===== src/core/tep_pkg.sv =====
package tep_pkg;

  // ----------------------------------------------------------------------
  // Register map, byte addresses on the bus.
  // ----------------------------------------------------------------------
  localparam int TEP_ADR_W = 5;
  localparam logic [4:0] TEP_CTRL_OFS = 5'h00;
  localparam logic [4:0] TEP_T0_OFS = 5'h04;
  localparam logic [4:0] TEP_T1_OFS = 5'h08;
  localparam logic [4:0] TEP_T2_OFS = 5'h0C;
  localparam logic [4:0] TEP_RLD_OFS = 5'h10;
  localparam logic [4:0] TEP_CAP_OFS = 5'h14;
  localparam logic [4:0] TEP_STAT_OFS = 5'h18;

  // ----------------------------------------------------------------------
  // Field positions.
  // ----------------------------------------------------------------------
  localparam int TEP_CTRL_T0_CNT = 0;
  localparam int TEP_CTRL_T0_RUN = 1;
  localparam int TEP_CTRL_T1_CNT = 2;
  localparam int TEP_CTRL_T1_RUN = 3;
  localparam int TEP_CTRL_T2_MODE_LSB = 4;
  localparam int TEP_CTRL_T2_RUN = 8;
  localparam int TEP_STAT_CAPF = 0;
  localparam int TEP_STAT_EXRF = 1;
  localparam int TEP_STAT_OVF = 2;
  localparam int TEP_STAT_UP = 3;
  localparam int TEP_STAT_TIMER2_EXTERNAL_INPUT = 4;
  localparam int TEP_STAT_T2CLK = 5;
  localparam int TEP_STAT_INRST = 6;

  // ----------------------------------------------------------------------
  // Reset values, timing counts and pin indices.
  // ----------------------------------------------------------------------
  localparam logic [31:0] TEP_CTRL_RESET = 32'h0000_0000;
  localparam int TEP_RESET_HOLD_CYCLES = 64;
  localparam int TEP_PIN_W = 4;
  localparam int TEP_PIN_T0 = 0;
  localparam int TEP_PIN_T1 = 1;
  localparam int TEP_PIN_T2CLK = 2;
  localparam int TEP_PIN_TIMER2_EXTERNAL_INPUT = 3;

  // Timer 2 operating modes as held in the control register.
  typedef enum logic [2:0] {
    TEP_T2_STOP = 3'h0,
    TEP_T2_CAPTURE = 3'h1,
    TEP_T2_RELOAD = 3'h2,
    TEP_T2_UPDOWN = 3'h3,
    TEP_T2_CLKOUT = 3'h4
  } tep_t2_mode_e;

endpackage


===== src/core/tep_pin_sync.sv =====
`timescale 1ns/10ps
module tep_pin_sync #(
  parameter int WIDTH = 4
) (
  input wire logic ref_clk, // System clock.
  input wire logic rst, // Asynchronous reset, active high.
  input wire logic [WIDTH-1:0] pin_in, // Raw pin levels.
  output logic [WIDTH-1:0] level, // Synchronised levels.
  output logic [WIDTH-1:0] fall // One-cycle pulse per falling edge.
);

  // ----------------------------------------------------------------------
  // Per-pin two-stage synchroniser and edge detector.
  // ----------------------------------------------------------------------
  generate
    for (genvar i = 0; i < WIDTH; i++) begin : g_pin
      logic meta_reg;
      logic sync_reg;
      logic last_reg;

      // The first stage feeds only the second stage.
      always_ff @(posedge ref_clk or posedge rst) begin
        if (rst) begin
          meta_reg <= 1'b1;
          sync_reg <= 1'b1;
          last_reg <= 1'b1;
        end else begin
          meta_reg <= pin_in[i];
          sync_reg <= meta_reg;
          last_reg <= sync_reg;
        end
      end

      assign level[i] = sync_reg;
      assign fall[i] = last_reg & ~sync_reg;
    end
  endgenerate

endmodule


===== src/core/tep_timer_pins.sv =====
// The Wishbone slave port and the register offsets were left to the implementer.
`timescale 1ns/10ps
module tep_timer_pins
  import tep_pkg::*;
#(
  parameter int TW = 16,
  parameter int RESET_HOLD = TEP_RESET_HOLD_CYCLES
) (
  input wire logic ref_clk, // System clock, 100 MHz.
  input wire logic rst, // Asynchronous reset, active high.
  input wire logic wb_cyc_i, // Bus cycle.
  input wire logic wb_stb_i, // Bus strobe.
  input wire logic wb_we_i, // Write enable.
  input wire logic [TEP_ADR_W-1:0] wb_adr_i, // Byte address.
  input wire logic [3:0] wb_sel_i, // Byte lane selects.
  input wire logic [31:0] wb_dat_i, // Write data.
  output logic [31:0] wb_dat_o, // Read data.
  output logic wb_ack_o, // Acknowledge.
  input wire logic reset_pin, // Device reset pin, active high.
  input wire logic [1:0] timer01_count_input, // Timer 0 and 1 count pins.
  input wire logic timer2_clock_pin_i, // Timer 2 clock pin, input side.
  output logic timer2_clock_pin_o, // Timer 2 clock pin, output side.
  output logic timer2_clock_pin_oe, // Timer 2 clock pin output enable.
  input wire logic timer2_external_input, // Timer 2 external input pin.
  output logic device_in_reset // High while the reset pin holds reset.
);

  // ----------------------------------------------------------------------
  // Elaboration checks.
  // ----------------------------------------------------------------------
  generate
    if (TW < 2 || TW > 32) begin : g_bad_tw
      $error("TW must lie between 2 and 32.");
    end
    if (RESET_HOLD < 1) begin : g_bad_hold
      $error("RESET_HOLD must be at least 1.");
    end
  endgenerate

  localparam int HW = $clog2(RESET_HOLD + 1);
  localparam logic [HW-1:0] HOLD_DONE = HW'(RESET_HOLD);
  localparam logic [TW-1:0] T_ONES = {TW{1'b1}};
  localparam logic [TW-1:0] T_ZERO = {TW{1'b0}};
  localparam logic [TW-1:0] T_ONE = TW'(1);

  // ----------------------------------------------------------------------
  // Declarations.
  // ----------------------------------------------------------------------
  logic [HW-1:0] hold_cnt_reg;
  logic in_reset_reg;
  logic [31:0] ctrl_reg;
  logic [TW-1:0] t01_count_reg [2];
  logic [TW-1:0] t2_count_reg;
  logic [TW-1:0] t2_reload_reg;
  logic [TW-1:0] t2_capture_reg;
  logic capf_reg;
  logic exrf_reg;
  logic ovf_reg;
  logic clk_out_reg;
  logic clk_oe_reg;
  logic ack_reg;
  logic [31:0] rdata_reg;
  logic [TEP_PIN_W-1:0] pin_level;
  logic [TEP_PIN_W-1:0] pin_fall;
  logic take;
  logic wr_take;
  logic [1:0] wr_t01;
  logic [1:0] t01_counter_mode;
  logic [1:0] t01_run;
  tep_t2_mode_e t2_mode;
  logic t2_run;
  logic t2_tick;
  logic t2_up;
  logic t2_wrap_up;
  logic t2_wrap_down;
  logic [TW-1:0] t2_next;
  logic [31:0] stat_word;

  // Applies the byte lane selects to a register's old value.
  function automatic logic [31:0] merge(input logic [31:0] old_val,
                                        input logic [31:0] new_val,
                                        input logic [3:0] sel);
    logic [31:0] res;
    res = old_val;
    for (int b = 0; b < 4; b++) begin
      if (sel[b]) begin
        res[8*b +: 8] = new_val[8*b +: 8];
      end
    end
    return res;
  endfunction

  // ----------------------------------------------------------------------
  // Pin synchronisers.
  // ----------------------------------------------------------------------
  tep_pin_sync #(
    .WIDTH(TEP_PIN_W)
  ) u_sync (
    .ref_clk(ref_clk),
    .rst(rst),
    .pin_in({timer2_external_input, timer2_clock_pin_i, timer01_count_input}),
    .level(pin_level),
    .fall(pin_fall)
  );

  // ----------------------------------------------------------------------
  // Reset pin qualification.
  // ----------------------------------------------------------------------

  // Counts cycles with the reset pin high; reset holds once the count is reached.
  always_ff @(posedge ref_clk or posedge rst) begin
    if (rst) begin
      hold_cnt_reg <= '0;
    end else if (!reset_pin) begin
      hold_cnt_reg <= '0;
    end else if (hold_cnt_reg != HOLD_DONE) begin
      hold_cnt_reg <= hold_cnt_reg + HW'(1);
    end
  end

  // Internal reset asserts at the count and releases when the pin falls.
  always_ff @(posedge ref_clk or posedge rst) begin
    if (rst) begin
      in_reset_reg <= 1'b0;
    end else begin
      in_reset_reg <= reset_pin && (hold_cnt_reg == HOLD_DONE);
    end
  end

  // ----------------------------------------------------------------------
  // Bus slave: one wait state, every address acknowledged.
  // ----------------------------------------------------------------------

  // A request is taken on the edge where ack rises.
  assign take = wb_cyc_i && wb_stb_i && !ack_reg;
  assign wr_take = take && wb_we_i;
  assign wr_t01[0] = wr_take && (wb_adr_i == TEP_T0_OFS);
  assign wr_t01[1] = wr_take && (wb_adr_i == TEP_T1_OFS);

  // Acknowledge for one cycle after each taken request.
  always_ff @(posedge ref_clk or posedge rst) begin
    if (rst) begin
      ack_reg <= 1'b0;
    end else begin
      ack_reg <= take;
    end
  end

  // Status word gathers flags and live pin state.
  always_comb begin
    stat_word = 32'h0000_0000;
    stat_word[TEP_STAT_CAPF] = capf_reg;
    stat_word[TEP_STAT_EXRF] = exrf_reg;
    stat_word[TEP_STAT_OVF] = ovf_reg;
    stat_word[TEP_STAT_UP] = t2_up;
    stat_word[TEP_STAT_TIMER2_EXTERNAL_INPUT] = pin_level[TEP_PIN_TIMER2_EXTERNAL_INPUT];
    stat_word[TEP_STAT_T2CLK] = pin_level[TEP_PIN_T2CLK];
    stat_word[TEP_STAT_INRST] = in_reset_reg;
  end

  // Read data is registered with the ack; unmapped addresses read zero.
  always_ff @(posedge ref_clk or posedge rst) begin
    if (rst) begin
      rdata_reg <= 32'h0000_0000;
    end else if (take && !wb_we_i) begin
      unique case (wb_adr_i)
        TEP_CTRL_OFS: rdata_reg <= ctrl_reg;
        TEP_T0_OFS: rdata_reg <= 32'(t01_count_reg[0]);
        TEP_T1_OFS: rdata_reg <= 32'(t01_count_reg[1]);
        TEP_T2_OFS: rdata_reg <= 32'(t2_count_reg);
        TEP_RLD_OFS: rdata_reg <= 32'(t2_reload_reg);
        TEP_CAP_OFS: rdata_reg <= 32'(t2_capture_reg);
        TEP_STAT_OFS: rdata_reg <= stat_word;
        default: rdata_reg <= 32'h0000_0000;
      endcase
    end
  end

  // Control register; cleared by the qualified reset pin as well.
  always_ff @(posedge ref_clk or posedge rst) begin
    if (rst) begin
      ctrl_reg <= TEP_CTRL_RESET;
    end else if (in_reset_reg) begin
      ctrl_reg <= TEP_CTRL_RESET;
    end else if (wr_take && (wb_adr_i == TEP_CTRL_OFS)) begin
      ctrl_reg <= merge(ctrl_reg, wb_dat_i, wb_sel_i) & 32'h0000_017F;
    end
  end

  // Reload register.
  always_ff @(posedge ref_clk or posedge rst) begin
    if (rst) begin
      t2_reload_reg <= T_ZERO;
    end else if (in_reset_reg) begin
      t2_reload_reg <= T_ZERO;
    end else if (wr_take && (wb_adr_i == TEP_RLD_OFS)) begin
      t2_reload_reg <= TW'(merge(32'(t2_reload_reg), wb_dat_i, wb_sel_i));
    end
  end

  // ----------------------------------------------------------------------
  // Timers 0 and 1.
  // ----------------------------------------------------------------------
  assign t01_counter_mode = {ctrl_reg[TEP_CTRL_T1_CNT], ctrl_reg[TEP_CTRL_T0_CNT]};
  assign t01_run = {ctrl_reg[TEP_CTRL_T1_RUN], ctrl_reg[TEP_CTRL_T0_RUN]};

  generate
    for (genvar i = 0; i < 2; i++) begin : g_t01
      // Counter mode steps on pin falls, timer mode on every clock.
      always_ff @(posedge ref_clk or posedge rst) begin
        if (rst) begin
          t01_count_reg[i] <= T_ZERO;
        end else if (in_reset_reg) begin
          t01_count_reg[i] <= T_ZERO;
        end else if (wr_t01[i]) begin
          t01_count_reg[i] <= TW'(merge(32'(t01_count_reg[i]), wb_dat_i, wb_sel_i));
        end else if (t01_run[i] && (!t01_counter_mode[i] || pin_fall[i])) begin
          t01_count_reg[i] <= t01_count_reg[i] + T_ONE;
        end
      end
    end
  endgenerate

  // ----------------------------------------------------------------------
  // Timer 2.
  // ----------------------------------------------------------------------
  assign t2_mode = tep_t2_mode_e'(ctrl_reg[TEP_CTRL_T2_MODE_LSB +: 3]);
  assign t2_run = ctrl_reg[TEP_CTRL_T2_RUN];

  // Direction follows the external input only in up-down mode.
  assign t2_up = (t2_mode != TEP_T2_UPDOWN) || pin_level[TEP_PIN_TIMER2_EXTERNAL_INPUT];

  // Tick source: clock pin falls in capture mode, system clock in reload, up-down and clock-out modes, no tick when stopped.
  always_comb begin
    unique case (t2_mode)
      TEP_T2_CAPTURE: t2_tick = t2_run && pin_fall[TEP_PIN_T2CLK];
      TEP_T2_RELOAD, TEP_T2_UPDOWN, TEP_T2_CLKOUT: t2_tick = t2_run;
      default: t2_tick = 1'b0;
    endcase
  end

  assign t2_wrap_up = t2_tick && t2_up && (t2_count_reg == T_ONES);
  assign t2_wrap_down = t2_tick && !t2_up && (t2_count_reg == t2_reload_reg);

  // Next count on a tick: up wraps to reload (zero in capture), down to all ones.
  always_comb begin
    if (t2_wrap_up) begin
      t2_next = (t2_mode == TEP_T2_CAPTURE) ? T_ZERO : t2_reload_reg;
    end else if (t2_wrap_down) begin
      t2_next = T_ONES;
    end else if (t2_up) begin
      t2_next = t2_count_reg + T_ONE;
    end else begin
      t2_next = t2_count_reg - T_ONE;
    end
  end

  // Count register; a pin reload beats a tick, a bus write beats both.
  always_ff @(posedge ref_clk or posedge rst) begin
    if (rst) begin
      t2_count_reg <= T_ZERO;
    end else if (in_reset_reg) begin
      t2_count_reg <= T_ZERO;
    end else if (wr_take && (wb_adr_i == TEP_T2_OFS)) begin
      t2_count_reg <= TW'(merge(32'(t2_count_reg), wb_dat_i, wb_sel_i));
    end else if ((t2_mode == TEP_T2_RELOAD) && pin_fall[TEP_PIN_TIMER2_EXTERNAL_INPUT]) begin
      t2_count_reg <= t2_reload_reg;
    end else if (t2_tick) begin
      t2_count_reg <= t2_next;
    end
  end

  // Capture register takes the live count on an external input fall in capture mode.
  always_ff @(posedge ref_clk or posedge rst) begin
    if (rst) begin
      t2_capture_reg <= T_ZERO;
    end else if (in_reset_reg) begin
      t2_capture_reg <= T_ZERO;
    end else if ((t2_mode == TEP_T2_CAPTURE) && pin_fall[TEP_PIN_TIMER2_EXTERNAL_INPUT]) begin
      t2_capture_reg <= t2_count_reg;
    end
  end

  // Sticky event flags, cleared by writing one; a new event beats the clear.
  always_ff @(posedge ref_clk or posedge rst) begin
    if (rst) begin
      capf_reg <= 1'b0;
      exrf_reg <= 1'b0;
      ovf_reg <= 1'b0;
    end else if (in_reset_reg) begin
      capf_reg <= 1'b0;
      exrf_reg <= 1'b0;
      ovf_reg <= 1'b0;
    end else begin
      if ((t2_mode == TEP_T2_CAPTURE) && pin_fall[TEP_PIN_TIMER2_EXTERNAL_INPUT]) begin
        capf_reg <= 1'b1;
      end else if (wr_take && (wb_adr_i == TEP_STAT_OFS) && wb_sel_i[0]
                   && wb_dat_i[TEP_STAT_CAPF]) begin
        capf_reg <= 1'b0;
      end
      if ((t2_mode == TEP_T2_RELOAD) && pin_fall[TEP_PIN_TIMER2_EXTERNAL_INPUT]) begin
        exrf_reg <= 1'b1;
      end else if (wr_take && (wb_adr_i == TEP_STAT_OFS) && wb_sel_i[0]
                   && wb_dat_i[TEP_STAT_EXRF]) begin
        exrf_reg <= 1'b0;
      end
      if (t2_wrap_up || t2_wrap_down) begin
        ovf_reg <= 1'b1;
      end else if (wr_take && (wb_adr_i == TEP_STAT_OFS) && wb_sel_i[0]
                   && wb_dat_i[TEP_STAT_OVF]) begin
        ovf_reg <= 1'b0;
      end
    end
  end

  // Clock-out: the pin toggles on every overflow and is driven only in that mode.
  always_ff @(posedge ref_clk or posedge rst) begin
    if (rst) begin
      clk_out_reg <= 1'b0;
      clk_oe_reg <= 1'b0;
    end else if (in_reset_reg) begin
      clk_out_reg <= 1'b0;
      clk_oe_reg <= 1'b0;
    end else begin
      clk_oe_reg <= (t2_mode == TEP_T2_CLKOUT);
      if (t2_mode != TEP_T2_CLKOUT) begin
        clk_out_reg <= 1'b0;
      end else if (t2_wrap_up) begin
        clk_out_reg <= ~clk_out_reg;
      end
    end
  end

  // ----------------------------------------------------------------------
  // Outputs, each straight from a flip-flop.
  // ----------------------------------------------------------------------
  assign wb_ack_o = ack_reg;
  assign wb_dat_o = rdata_reg;
  assign timer2_clock_pin_o = clk_out_reg;
  assign timer2_clock_pin_oe = clk_oe_reg;
  assign device_in_reset = in_reset_reg;

endmodule


===== config.mk =====
export PLATFORM = sky130hd
export DESIGN_NAME = tep_timer_pins
export DESIGN_NICKNAME = d
export VERILOG_FILES = /design/src/core/tep_pkg.sv /design/src/core/tep_pin_sync.sv /design/src/core/tep_timer_pins.sv
export SDC_FILE = /design/constraint.sdc
export NUM_CORES = 1
export LEC_CHECK = 0
export BUFFER_PORTS_ARGS = -buffer_cell sky130_fd_sc_hd__buf_2
export CAP_MARGIN = 20
export CELL_PAD_IN_SITES_DETAIL_PLACEMENT = 0
export CELL_PAD_IN_SITES_GLOBAL_PLACEMENT = 1
export CORE_MARGIN = 10
export CORE_UTILIZATION = 49
export DETAILED_ROUTE_END_ITERATION = 8
export HOLD_SLACK_MARGIN = 0.05
export PLACE_DENSITY = 0.95
export SYNTH_ARGS = -nofsm -noshare
export SYNTH_HDL_FRONTEND = slang
export SYNTH_SLANG_ARGS = --single-unit

===== constraint.sdc =====
create_clock -name ref_clk -period 7.11 [get_ports ref_clk]
set_input_delay 0.711 -clock ref_clk [delete_from_list [all_inputs] [get_ports ref_clk]]
set_output_delay 0.711 -clock ref_clk [all_outputs]
set_load 0.02 [all_outputs]

==> metrics.cfg, run 1 <==
[outcome]
status = finished with violations
violations = design-rule violations

[timing]
tightest_slew_ns = 1.13
rsz0062_at_grt = false
hold_viol = 0
setup_viol = 0
setup_ws_ns = 3.97
post-route-period-util = 0.441
slew_viol_final = 0
fmax_mhz = 319
fin_skew_ns = 0.00745
slew_headroom = 0.243
finalCriticalPeriod_ns = 3.14
setup_tns_ns = 0
whs_ns = 0.355

[place]
dp_hpwl_um = 17200
post-place-ws_ns = 3.65
port-buffer-count = 52
finalWeightedCongestion = 0.903

[clocking]
root_buffer = clkbuf_16
clkTransAtPathRegs_ns = 0.06
clock-sinks = 130
cts-htree-levels = 4
cts_resized = 0
cts_setup_buffers = 0
max-clock-path-buffers = 2
cts_tree = done
holdBufCountCts = 0
insertion_delay_ns = 0.44
cts_made_buffers = 17

[setup_path]
startpoint_type = flop
critPathSlowestCell = dfrtp_1
startpoint = ctrl_reg[4]
r2r_end = t2_count_reg[12]
worstPathCellList = nand4bb_1 -> xnor2_1 -> ha_1 -> nand4_1 -> nor4_1 -> a41oi_1 -> xor2_1 -> nand2_1 -> a221o_1
end_kind = flop
crit_path_max_fanout = 12
r2r_setup_slack_ns = 3.97
ff2ff_path_depth = 9
arrival_ns = 3.46
critPathCapture = t2_count_reg[12]
crit_required_ns = 7.43
path_class = flop to flop
reg2reg_from = ctrl_reg[4]
critPathMaxStageDelay_ns = 0.58

[yosys]
yosys.area_share.simple = 0.192
netlist_area_mm2 = 0.00791
synth_compound_area_frac = 0.292
synth-main-ff-cell = dfrtp_1
syn_inst = 888
synth.avg_cell_area_um2 = 8.91
synthAdderAreaFrac = 0.00791
synth_top_family_by_area = compound AO/OA/AOI/OAI gates
synth_seq_area_share = 0.413
synth_edf_count = 0
async_flop_share = 1.00
synthMuxAreaShare = 0.00380
synth_cell_types = 83
ys_ff_latch = 130
synth-xor-area-share = 0.0354
synth_warnings = 0

[final_layout]
syn2layout_area_growth_pct = 12.4
largest_reg_flops = 32
drive_gt1_frac = 0.152
insertedDiodeCount = 0
layout.nets = 965

[routing]
routed_wl_um = 24800
drc = 14
initialDrtViolationCount = 1182
antenna_left = 0
first_pass_iters = 9
avgViaCountPerCell = 6.56
wl_per_cell_um = 21.8
vias = 7468

[power_and_ir_drop]
internal_power_w = 0.00158
p_per_area_mw_per_mm2 = 257
netSwitchingPower_w = 0.000706
max-vdd-ir-drop_mv = 0.162
p_leak_nw = 3.85
p_sw_frac = 0.309
power_frac_comb = 0.147
seqPwrFrac = 0.433
p_clk_frac = 0.420

[job]
cap_violations = 0

[global_route]
grt_max_degree = 79
grt_antenna_before_repair = 0
grt_pass1_wl_um = 39200
grt_pass1_vias = 6996
overflow = 0
grt_usage = 0.225

[die]
std_cell_rows = 46
die_w_um = 147
fp.coreArea_mm2 = 0.0158
dieHeight_um = 147
io_pins = 87
start_util = 0.500
dieArea_mm2 = 0.0216

[min_path]
worstHoldPathType = flop to flop

-- layout make-up --
class | count | area (um^2)
well taps | 216 | 270
fillers | 1447 | 6930
inverters | 13 | 51.3
flip-flops and latches | 130 | 3270
clock buffers | 18 | 439
clock inverters | 14 | 201
multi-input cells | 680 | 4290
repair buffers | 67 | 380
-- worst min-delay path by stage --
stage                                  start                        to  slack (ns)  cells past startpoint
floorplan           u_sync.g_pin[0].meta_reg  u_sync.g_pin[0].sync_reg        0.35                      0
global placement    u_sync.g_pin[2].meta_reg  u_sync.g_pin[2].sync_reg        0.35                      0
detailed placement  u_sync.g_pin[2].meta_reg  u_sync.g_pin[2].sync_reg        0.35                      0
CTS                 u_sync.g_pin[2].meta_reg  u_sync.g_pin[2].sync_reg        0.36                      0
global route        u_sync.g_pin[3].meta_reg  u_sync.g_pin[3].sync_reg        0.36                      0
finish              u_sync.g_pin[2].meta_reg  u_sync.g_pin[2].sync_reg        0.35                      0
-- routing by layer --
| layer | vias to the layer above | global-route usage | wire (um) |
|---|---|---|---|
| met1 | 3614 | 0.303 | 10100 |
| met5 | - | 0 | 0 |
| met4 | 0 | 0.0922 | 654 |
| met3 | 53 | 0.0458 | 2500 |
| met2 | 424 | 0.345 | 11500 |
| li1 | 3377 | - | - |
-- worst max-delay path, delay by kind of cell (launching register included) --
kind,cells,cell delay (ns)
AND/OR/NAND/NOR,4,1.22
flip-flops,1,0.58
XOR/XNOR,2,0.53
AO/OA/AOI/OAI,2,0.43
adder cells (fa/ha/maj),1,0.27
-- synth_stat cells, types with 8 or more instances --
cell,instances,area share
nor2_1,73,0.035
a22oi_1,27,0.026
buf_4,17,0.016
and3_1,14,0.011
a22o_1,28,0.031
nor3_1,29,0.018
buf_2,12,0.0076
a31oi_1,21,0.017
nand3_1,26,0.016
dfstp_2,12,0.040
o21ai_1,11,0.0070
inv_1,12,0.0057
o22a_1,10,0.011
clkbuf_1,47,0.022
xor2_1,14,0.015
and2_1,11,0.0087
nand2_1,89,0.042
a21oi_1,60,0.038
a222oi_1,15,0.019
xnor2_1,18,0.020
nand4_1,21,0.017
o21ai_0,49,0.031
a21o_1,21,0.020
dfrtp_1,118,0.37
o31ai_1,8,0.0076
-- through the flow --
stage | util | instance area [um^2] | total power (W) | cells
6_report | 0.562 | 8900 | 0.00228 | 1138
5_1_grt | 0.562 | 8900 | 0.00237 | 1138
3_3_place_gp | 0.519 | 8210 | 0.00131 | 1101
3_5_place_dp | 0.519 | 8220 | 0.00132 | 1102
4_1_cts | 0.560 | 8860 | 0.00228 | 1134
2_1_floorplan | - | 7970 | 0.00121 | 903
-- cells in the final DEF (no fill, tap or decap), types with 10 or more instances in the layout --
cell and instances:
conb_1 16, buf_4 13, and3_1 14, nand2_1 89, xnor2_1 18, and2_1 11, nand3_1 26, a21o_1 21
buf_2 52, inv_1 11, a31oi_1 21, xor2_1 14, nor3_1 25, o22a_1 10, nor2_1 73, dfrtp_1 118
o21ai_0 49, a22oi_1 27, a22o_1 28, o21ai_1 11, dfstp_2 12, clkbuf_16 17, a222oi_1 15, nand4_1 21
a21oi_1 60
-- cells by family (layout without fill, tap and decap cells) --
group | count (synthesis) | count (layout)
compound gates | 322 | 322
simple gates | 302 | 302
flops | 130 | 130
buf+inv | 93 | 112
xor+xnor | 32 | 32
fa+ha+maj | 5 | 5
mux | 3 | 3
other cells | 1 | 16
-- power groups by stage --
stage | clock network [W] | registers, W | logic [W]
final | 0.000960 | 0.000990 | 0.000335
after global routing | 0.000999 | 0.00100 | 0.000374
after CTS | 0.000969 | 0.000980 | 0.000334
after detailed placement | 0 | 0.000991 | 0.000331
after global placement | 0 | 0.000990 | 0.000321
after floorplan | 0 | 0.000900 | 0.000314
Power figures use the tool's default switching activity.
==> inputs of run 2 (changes only) <==
- ABC_AREA: not set -> 1
- CORE_UTILIZATION: 49 -> 43
- PLACE_DENSITY: 0.95 -> 0.9
- clock period: 7.11 -> 3.05 ns (I/O delays scaled with it)
==> run 2 against run 1 <==
The run now ends clean. Highest routed layer unchanged. Synthesized area grew 3.3%. Clock-buffer cell count is the same. Worst setup slack lost 3.5 ns. Critical endpoint is now t2_count_reg[8]. Cell count grew 28%. Largest cell class unchanged. Cell area grew 5.1%. Non-clock buffer count grew 15. Combinational power grew to 4.3 times the previous value.
==> metrics.cfg, run 2 <==
[yosys]
ys_ff_latch = 130  ; unchanged
synth-xor-area-share = 0.0332  ; was 0.0354
synth_warnings = 0  ; unchanged
yosys.area_share.simple = 0.250  ; was 0.192
async_flop_share = 1.00  ; unchanged
yosys-top-cells-count = nand2_1, inv_1, dfrtp_1  ; was dfrtp_1, nand2_1, nor2_1
netlist_area_mm2 = 0.00817  ; was 0.00791 mm^2
synthDominantCellAreaShare = 0.361  ; was 0.373
synthTopCellsByArea = dfrtp_1, nand2_1, inv_1  ; was dfrtp_1, nand2_1, dfstp_2
synth_top_family_by_area = simple AND/OR/NAND/NOR gates  ; was compound AO/OA/AOI/OAI gates
synth_edf_count = 0  ; unchanged
synth_cell_types = 48  ; was 83
synth_seq_area_share = 0.400  ; was 0.413
syn_inst = 1138  ; was 888
synthAdderAreaFrac = 0.00765  ; was 0.00791
synth_top_area_cell = dfrtp_1  ; unchanged
synth-main-ff-cell = dfrtp_1  ; unchanged
synth_compound_area_frac = 0.197  ; was 0.292
synth.avg_cell_area_um2 = 7.18  ; was 8.91 um^2
synthMuxAreaShare = 0  ; was 0.00380
yosysMostFrequentCell = nand2_1  ; was dfrtp_1

[global_route]
use_met3 = 0.0339  ; was 0.0458
grt_use_met1 = 0.278  ; was 0.303
grt-busiest-layer = met2  ; unchanged
grt_usage = 0.208  ; was 0.225
grt_antenna_before_repair = 0  ; unchanged
grt_pass1_wl_um = 41100  ; was 39,200 um
grt_pass1_vias = 7749  ; was 6,996
use_met2 = 0.334  ; was 0.345
grt_max_degree = 50  ; was 79
overflow = 0  ; unchanged

[clocking]
root_buffer = clkbuf_16  ; unchanged
cts_resized = 0  ; unchanged
insertion_delay_ns = 0.43  ; was 0.44 ns
cts_tree = done  ; unchanged
clock-sinks = 130  ; unchanged
cts_made_buffers = 17  ; unchanged
max-clock-path-buffers = 2  ; unchanged
clkTransAtPathRegs_ns = 0.06  ; about the same
cts-htree-levels = 4  ; unchanged

[final_layout]
drive_gt1_frac = 0.123  ; was 0.152
multiInputGateArea_mm2 = 0.00406  ; was 0.00429 mm^2
insertedDiodeCount = 0  ; unchanged
final_common_cell = nand2_1  ; was dfrtp_1
syn2layout_area_growth_pct = 14.4  ; was 12.4%
mostFrequentLayoutCells = nand2_1, inv_1, dfrtp_1, o21ai_0, nor2_1  ; was dfrtp_1, nand2_1, nor2_1, a21oi_1, buf_2
layout.nets = 1260  ; was 965
seq_area_mm2 = 0.00327  ; unchanged
largest_reg_flops = 32  ; unchanged
utilization = 0.500  ; was 0.562
nFillCells = 1853  ; was 1,447

[power_and_ir_drop]
seqPwrFrac = 0.400  ; was 0.433
max-vdd-ir-drop_mv = 0.347  ; was 0.162 mV
internal_power_w = 0.00374  ; was 0.00158 W
power_frac_comb = 0.246  ; was 0.147
power_w = 0.00581  ; was 0.00228 W
p_per_area_mw_per_mm2 = 622  ; was 257 mW/mm^2
netSwitchingPower_w = 0.00207  ; was 0.000706 W
p_sw_frac = 0.356  ; was 0.309
p_leak_nw = 4.55  ; was 3.85 nW
p_clk_frac = 0.354  ; was 0.420

[outcome]
status = completed  ; was finished with violations

[place]
dp_hpwl_um = 19200  ; was 17,200 um
port-buffer-count = 52  ; unchanged
finalWeightedCongestion = 0.911  ; was 0.903
post-place-ws_ns = 0.518  ; was 3.65 ns

[setup_path]
critPathMaxStageDelay_ns = 0.47  ; was 0.58 ns
worstPathCellList = inv_2 -> nor2_2 -> buf_4 -> nand3_1 -> nand2_1 -> inv_1 -> ha_1 -> inv_1 -> nand2_1 -> nand2_1 -> nand2_1 -> a21oi_1 -> inv_1 -> nand2_1 -> nand3_1 -> nand2_1 -> nand2_1 -> nand2_1 -> nand2_1  ; was nand4bb_1 -> xnor2_1 -> ha_1 -> nand4_1 -> nor4_1 -> a41oi_1 -> xor2_1 -> nand2_1 -> a221o_1
reg2reg_from = ctrl_reg[5]  ; was ctrl_reg[4]
crit_path_max_fanout = 13  ; was 12
startpoint_type = flop  ; unchanged
end_kind = flop  ; unchanged
critPathSlowestCell = dfrtp_1  ; unchanged
path_class = flop to flop  ; unchanged
crit_required_ns = 3.37  ; was 7.43 ns
arrival_ns = 2.93  ; was 3.46 ns
startpoint = ctrl_reg[5]  ; was ctrl_reg[4]
cpMostUsedCell = nand2_1

[timing]
slew_headroom = 0.365  ; was 0.243
fin_skew_ns = 0.00610  ; was 0.00745 ns
post-route-period-util = 0.856  ; was 0.441
hold_viol = 0  ; unchanged
setup_ws_ns = 0.439  ; was 3.97 ns
rsz0062_at_grt = false  ; unchanged
fmax_mhz = 383  ; was 319 MHz
finalCriticalPeriod_ns = 2.61  ; was 3.14 ns
setup_tns_ns = 0  ; unchanged
whs_ns = 0.142  ; was 0.355 ns
slew_viol_final = 0  ; unchanged
tightest_slew_ns = 0.947  ; was 1.13 ns
setup_viol = 0  ; unchanged

[routing]
wl_per_cell_um = 17.4  ; was 21.8 um
vias = 8050  ; was 7,468
antenna_left = 0  ; unchanged
drc = 0  ; was 14
first_pass_iters = 5  ; was 9
avgViaCountPerCell = 5.55  ; was 6.56
routed_wl_um = 25300  ; was 24,800 um
initialDrtViolationCount = 919  ; was 1,182

[die]
dieHeight_um = 158  ; was 147 um
io_pins = 87  ; unchanged
start_util = 0.437  ; was 0.500
dieArea_mm2 = 0.0249  ; was 0.0216 mm^2
fp.coreArea_mm2 = 0.0187  ; was 0.0158 mm^2
std_cell_rows = 50  ; was 46
die_w_um = 158  ; was 147 um

[job]
cap_violations = 0  ; unchanged

[min_path]
hold_path.startpoint = wb_cyc_i  ; was u_sync.g_pin[2].meta_reg
worstHoldPathType = primary input to flop  ; was flop to flop

run 2: cell count changes in the layout (fill, tap and decap cells not counted), moves of 20 or more:
| cell | before | now |
|---|---|---|
| nand2_1 | 89 | 264 |
| inv_1 | 11 | 157 |
| o21ai_0 | 49 | 102 |
| o22ai_1 | 0 | 50 |
| nand3_1 | 26 | 56 |
| a22o_1 | 28 | 0 |
| a31oi_1 | 21 | 1 |
run 2: through the flow:
stage	instances	instance area (um^2)
finish	1451	9350
global route	1451	9350
CTS	1451	9350
detailed placement	1414	8710
global placement	1414	8710
floorplan	1153	8230
run 2: final timing paths:
check	endpoint	slack [ns]	cells after the start
max	t2_count_reg[8]	0.44	19
min	wb_ack_o	0.14	3
max reg2reg	t2_count_reg[8]	0.44	19
min reg2reg	u_sync.g_pin[3].sync_reg	0.35	0
max in group asynchronous	u_sync.g_pin[3].last_reg	1.66	4
min in group asynchronous	timer2_clock_pin_oe	0.56	3
run 2: layer usage:
metal / wire, um / share of wire / vias to the layer above
met2: 11900 / 0.47 / 325
met4: 481 / 0.019 / 0
met3: 1810 / 0.072 / 36
met5: 0 / 0 / -
met1: 11100 / 0.44 / 3801
li1: - / - / 3888
run 2: what timing repair did:
action / CTS / global route
hold buffers: 5 / 0
setup buffers: 0 / 0
endpoints found under the hold margin: 27 / 0
run 2: critical path: cells and delay by family (launching register included):
kind / cells / cell delay [ns]
buffers and inverters: 5 / 0.48
AOI/OAI and AO/OA: 1 / 0.20
adders and majority gates: 1 / 0.17
and+or+nand+nor: 12 / 1.18
DFF: 1 / 0.47
run 2: area by class of cell:
class                      instances  share of cell area
inverter                         167              0.0674
timing repair buffer              82              0.0546
multi-input combinational        806               0.434
clock buffer                      18              0.0470
sequential                       130               0.350
tap                              234              0.0313
clock inverter                    14              0.0162
run 2: power by group through the flow:
stage	clock [W]	sequential (W)	combinational, W
floorplan	0	0.00228	0.00102
global placement	0	0.00233	0.00138
detailed placement	0	0.00234	0.00140
CTS	0.00209	0.00231	0.00142
global route	0.00216	0.00235	0.00162
finish	0.00206	0.00232	0.00143
run 2: cells by family (layout without fill, tap and decap cells):
family / count (synthesis) / count (layout)
AO/OA/AOI/OAI: 274 / 274
XOR/XNOR: 31 / 31
adder cells (fa/ha/maj): 5 / 5
buffers and inverters: 217 / 281
flip-flops: 130 / 130
other: 1 / 16
AND/OR/NAND/NOR: 480 / 480
==> inputs of run 3 (changes only) <==
- ABC_AREA: 1 -> not set
- CORE_UTILIZATION: 43 -> 45
==> run 3 against run 2 <==
The flow now finishes with violations (design-rule violations). Sequential share of layout area grew 1.2 points. Largest cell class unchanged. Maximum frequency shrank 4.1%. Clock skew grew 0.0065 ns. Wire length grew 1.2%. Hold slack lost 0.045 ns. Via count shrank 6.8%. Critical path type unchanged. Highest routed layer unchanged. Total power shrank 12%. Utilization grew 2.3 points.
==> metrics.cfg, run 3 (synthesis results as in run 1) <==
[power_and_ir_drop]
p_leak_nw = 3.93  ; was 4.55 nW
max-vdd-ir-drop_mv = 0.343  ; was 0.347 mV
power_w = 0.00510  ; was 0.00581 W
p_per_area_mw_per_mm2 = 564  ; was 622 mW/mm^2

[clocking]
clkTransAtPathRegs_ns = 0.06  ; about the same
max-clock-path-buffers = 2  ; unchanged
insertion_delay_ns = 0.44  ; was 0.43 ns
cts_resized = 0  ; unchanged
root_buffer = clkbuf_16  ; unchanged
cts_made_buffers = 17  ; unchanged
cts-htree-levels = 4  ; unchanged
clock-sinks = 130  ; unchanged
cts_tree = done  ; unchanged

[global_route]
grt_pass1_wl_um = 40100  ; was 41,100 um
use_met2 = 0.329  ; was 0.334
overflow = 0  ; unchanged
grt_use_met1 = 0.279  ; was 0.278
use_met3 = 0.0514  ; was 0.0339
grt_antenna_before_repair = 0  ; unchanged
grt_pass1_vias = 7081  ; was 7,749
grt_usage = 0.212  ; was 0.208
grt_max_degree = 131  ; was 50
grt-busiest-layer = met2  ; unchanged

[final_layout]
utilization = 0.523  ; was 0.500
insertedDiodeCount = 0  ; unchanged
mostFrequentLayoutCells = dfrtp_1, nand2_1, nor2_1, a21oi_1, buf_2  ; was nand2_1, inv_1, dfrtp_1, o21ai_0, nor2_1
nFillCells = 1623  ; was 1,853
syn2layout_area_growth_pct = 14.3  ; was 14.4%
drive_gt1_frac = 0.170  ; was 0.123
largest_reg_flops = 32  ; unchanged
final_common_cell = dfrtp_1  ; was nand2_1
design_area_mm2 = 0.00904  ; was 0.00935 mm^2
layout.nets = 991  ; was 1,260

[setup_path]
crit_path_max_fanout = 10  ; was 13
end_kind = flop  ; unchanged
arrival_ns = 3.02  ; was 2.93 ns
ff2ff_path_depth = 6  ; was 19
path_class = flop to flop  ; unchanged
crit_required_ns = 3.34  ; was 3.37 ns
startpoint_type = flop  ; unchanged

[die]
die_w_um = 153  ; was 158 um
io_pins = 87  ; unchanged
start_util = 0.457  ; was 0.437
dieArea_mm2 = 0.0233  ; was 0.0249 mm^2
std_cell_rows = 48  ; was 50
dieHeight_um = 153  ; was 158 um
fp.coreArea_mm2 = 0.0173  ; was 0.0187 mm^2

[timing]
hold_viol = 0  ; unchanged
post-route-period-util = 0.892  ; was 0.856
slew_headroom = 0.452  ; was 0.365
tightest_slew_ns = 0.810  ; was 0.947 ns
finalCriticalPeriod_ns = 2.72  ; was 2.61 ns
setup_viol = 0  ; unchanged
setup_tns_ns = 0  ; unchanged
slew_viol_final = 0  ; unchanged
fin_skew_ns = 0.0126  ; was 0.00610 ns
fmax_mhz = 367  ; was 383 MHz
rsz0062_at_grt = false  ; unchanged

[routing]
routed_wl_um = 25600  ; was 25,300 um
first_pass_iters = 9  ; was 5
antenna_left = 0  ; unchanged
wl_per_cell_um = 21.8  ; was 17.4 um
initialDrtViolationCount = 1135  ; was 919
drc = 3  ; was 0
vias = 7505  ; was 8,050
avgViaCountPerCell = 6.40  ; was 5.55

[place]
port-buffer-count = 52  ; unchanged
dp_hpwl_um = 18200  ; was 19,200 um
place_area_mm2 = 0.00843  ; was 0.00871 mm^2
finalWeightedCongestion = 0.918  ; was 0.911

[min_path]
worstHoldPathType = primary input to asynchronous set/reset pin  ; was primary input to flop

[job]
cap_violations = 0  ; unchanged

[outcome]
status = finished with violations  ; was completed
violations = design-rule violations

run 3: cell types whose count changed in the layout (fill, tap and decap cells not counted), sizes merged, moves of 22 or more:
cell / change
o21ai: -59
nor2: -27
nand2: -180
nand3: -31
a22o: +28
inv: -151
a31oi: +22
o22ai: -50
run 3: worst max-delay path: stages, from the launching register on:
cell	delay (ns)
dfrtp_1	0.40
nand4b_1	0.50
or3_1	0.55
a31o_2	0.30
a21oi_4	0.28
or2_0	0.42
o21ai_1	0.14
run 3: area by class of cell:
cell class,count,area (um^2),share of cell area
Multi-Input combinational cell,680,4290,0.474
Sequential cell,130,3270,0.361
Timing Repair Buffer,93,591,0.0653
Clock buffer,18,439,0.0486
Tap cell,225,282,0.0311
Clock inverter,13,128,0.0141
Inverter,13,52.6,0.00581
run 3: per-layer routing:
layer  share of wire  wire length [um]  vias up
met1            0.41             10500     3615
met3           0.098              2510       51
met5               0                 0        -
met4           0.024               619        0
li1                -                 -     3423
met2            0.47             11900      416
run 3: per-stage QoR:
step,setup slack (ns),instances,hold WS (ns)
2_1_floorplan,0.588,903,0.309
3_3_place_gp,0.446,1136,0.347
3_5_place_dp,0.389,1136,0.347
4_1_cts,0.368,1171,0.114
5_1_grt,0.128,1172,0.116
6_report,0.329,1172,0.0973
run 3: worst paths after layout:
path	start	endpoint	slack, ns
setup / recovery	wb_ack_o	t01_count_reg[22]	0.33
hold / removal	rst	wb_dat_o[6]	0.1
setup reg to reg	wb_ack_o	t01_count_reg[22]	0.33
hold reg to reg	u_sync.g_pin[1].meta_reg	u_sync.g_pin[1].sync_reg	0.35
max in group asynchronous	rst	wb_dat_o[9]	2.46
min in group ref_clk	reset_pin	hold_cnt_reg[2]	0.12
run 3: power breakdown:
group	leakage, nW	internal (W)	switching (W)
logic	1.96	0.000366	0.000446
clock network	0.270	0.00115	0.000833
registers	1.71	0.00193	0.000373
total	3.93	0.00345	0.00165
run 3: repair_timing:
| action | 4_1_cts | 5_1_grt |
|---|---|---|
| endpoints found under the hold margin | 4 | 0 |
| buffers inserted | 0 | 0 |
| hold buffers | 4 | 0 |
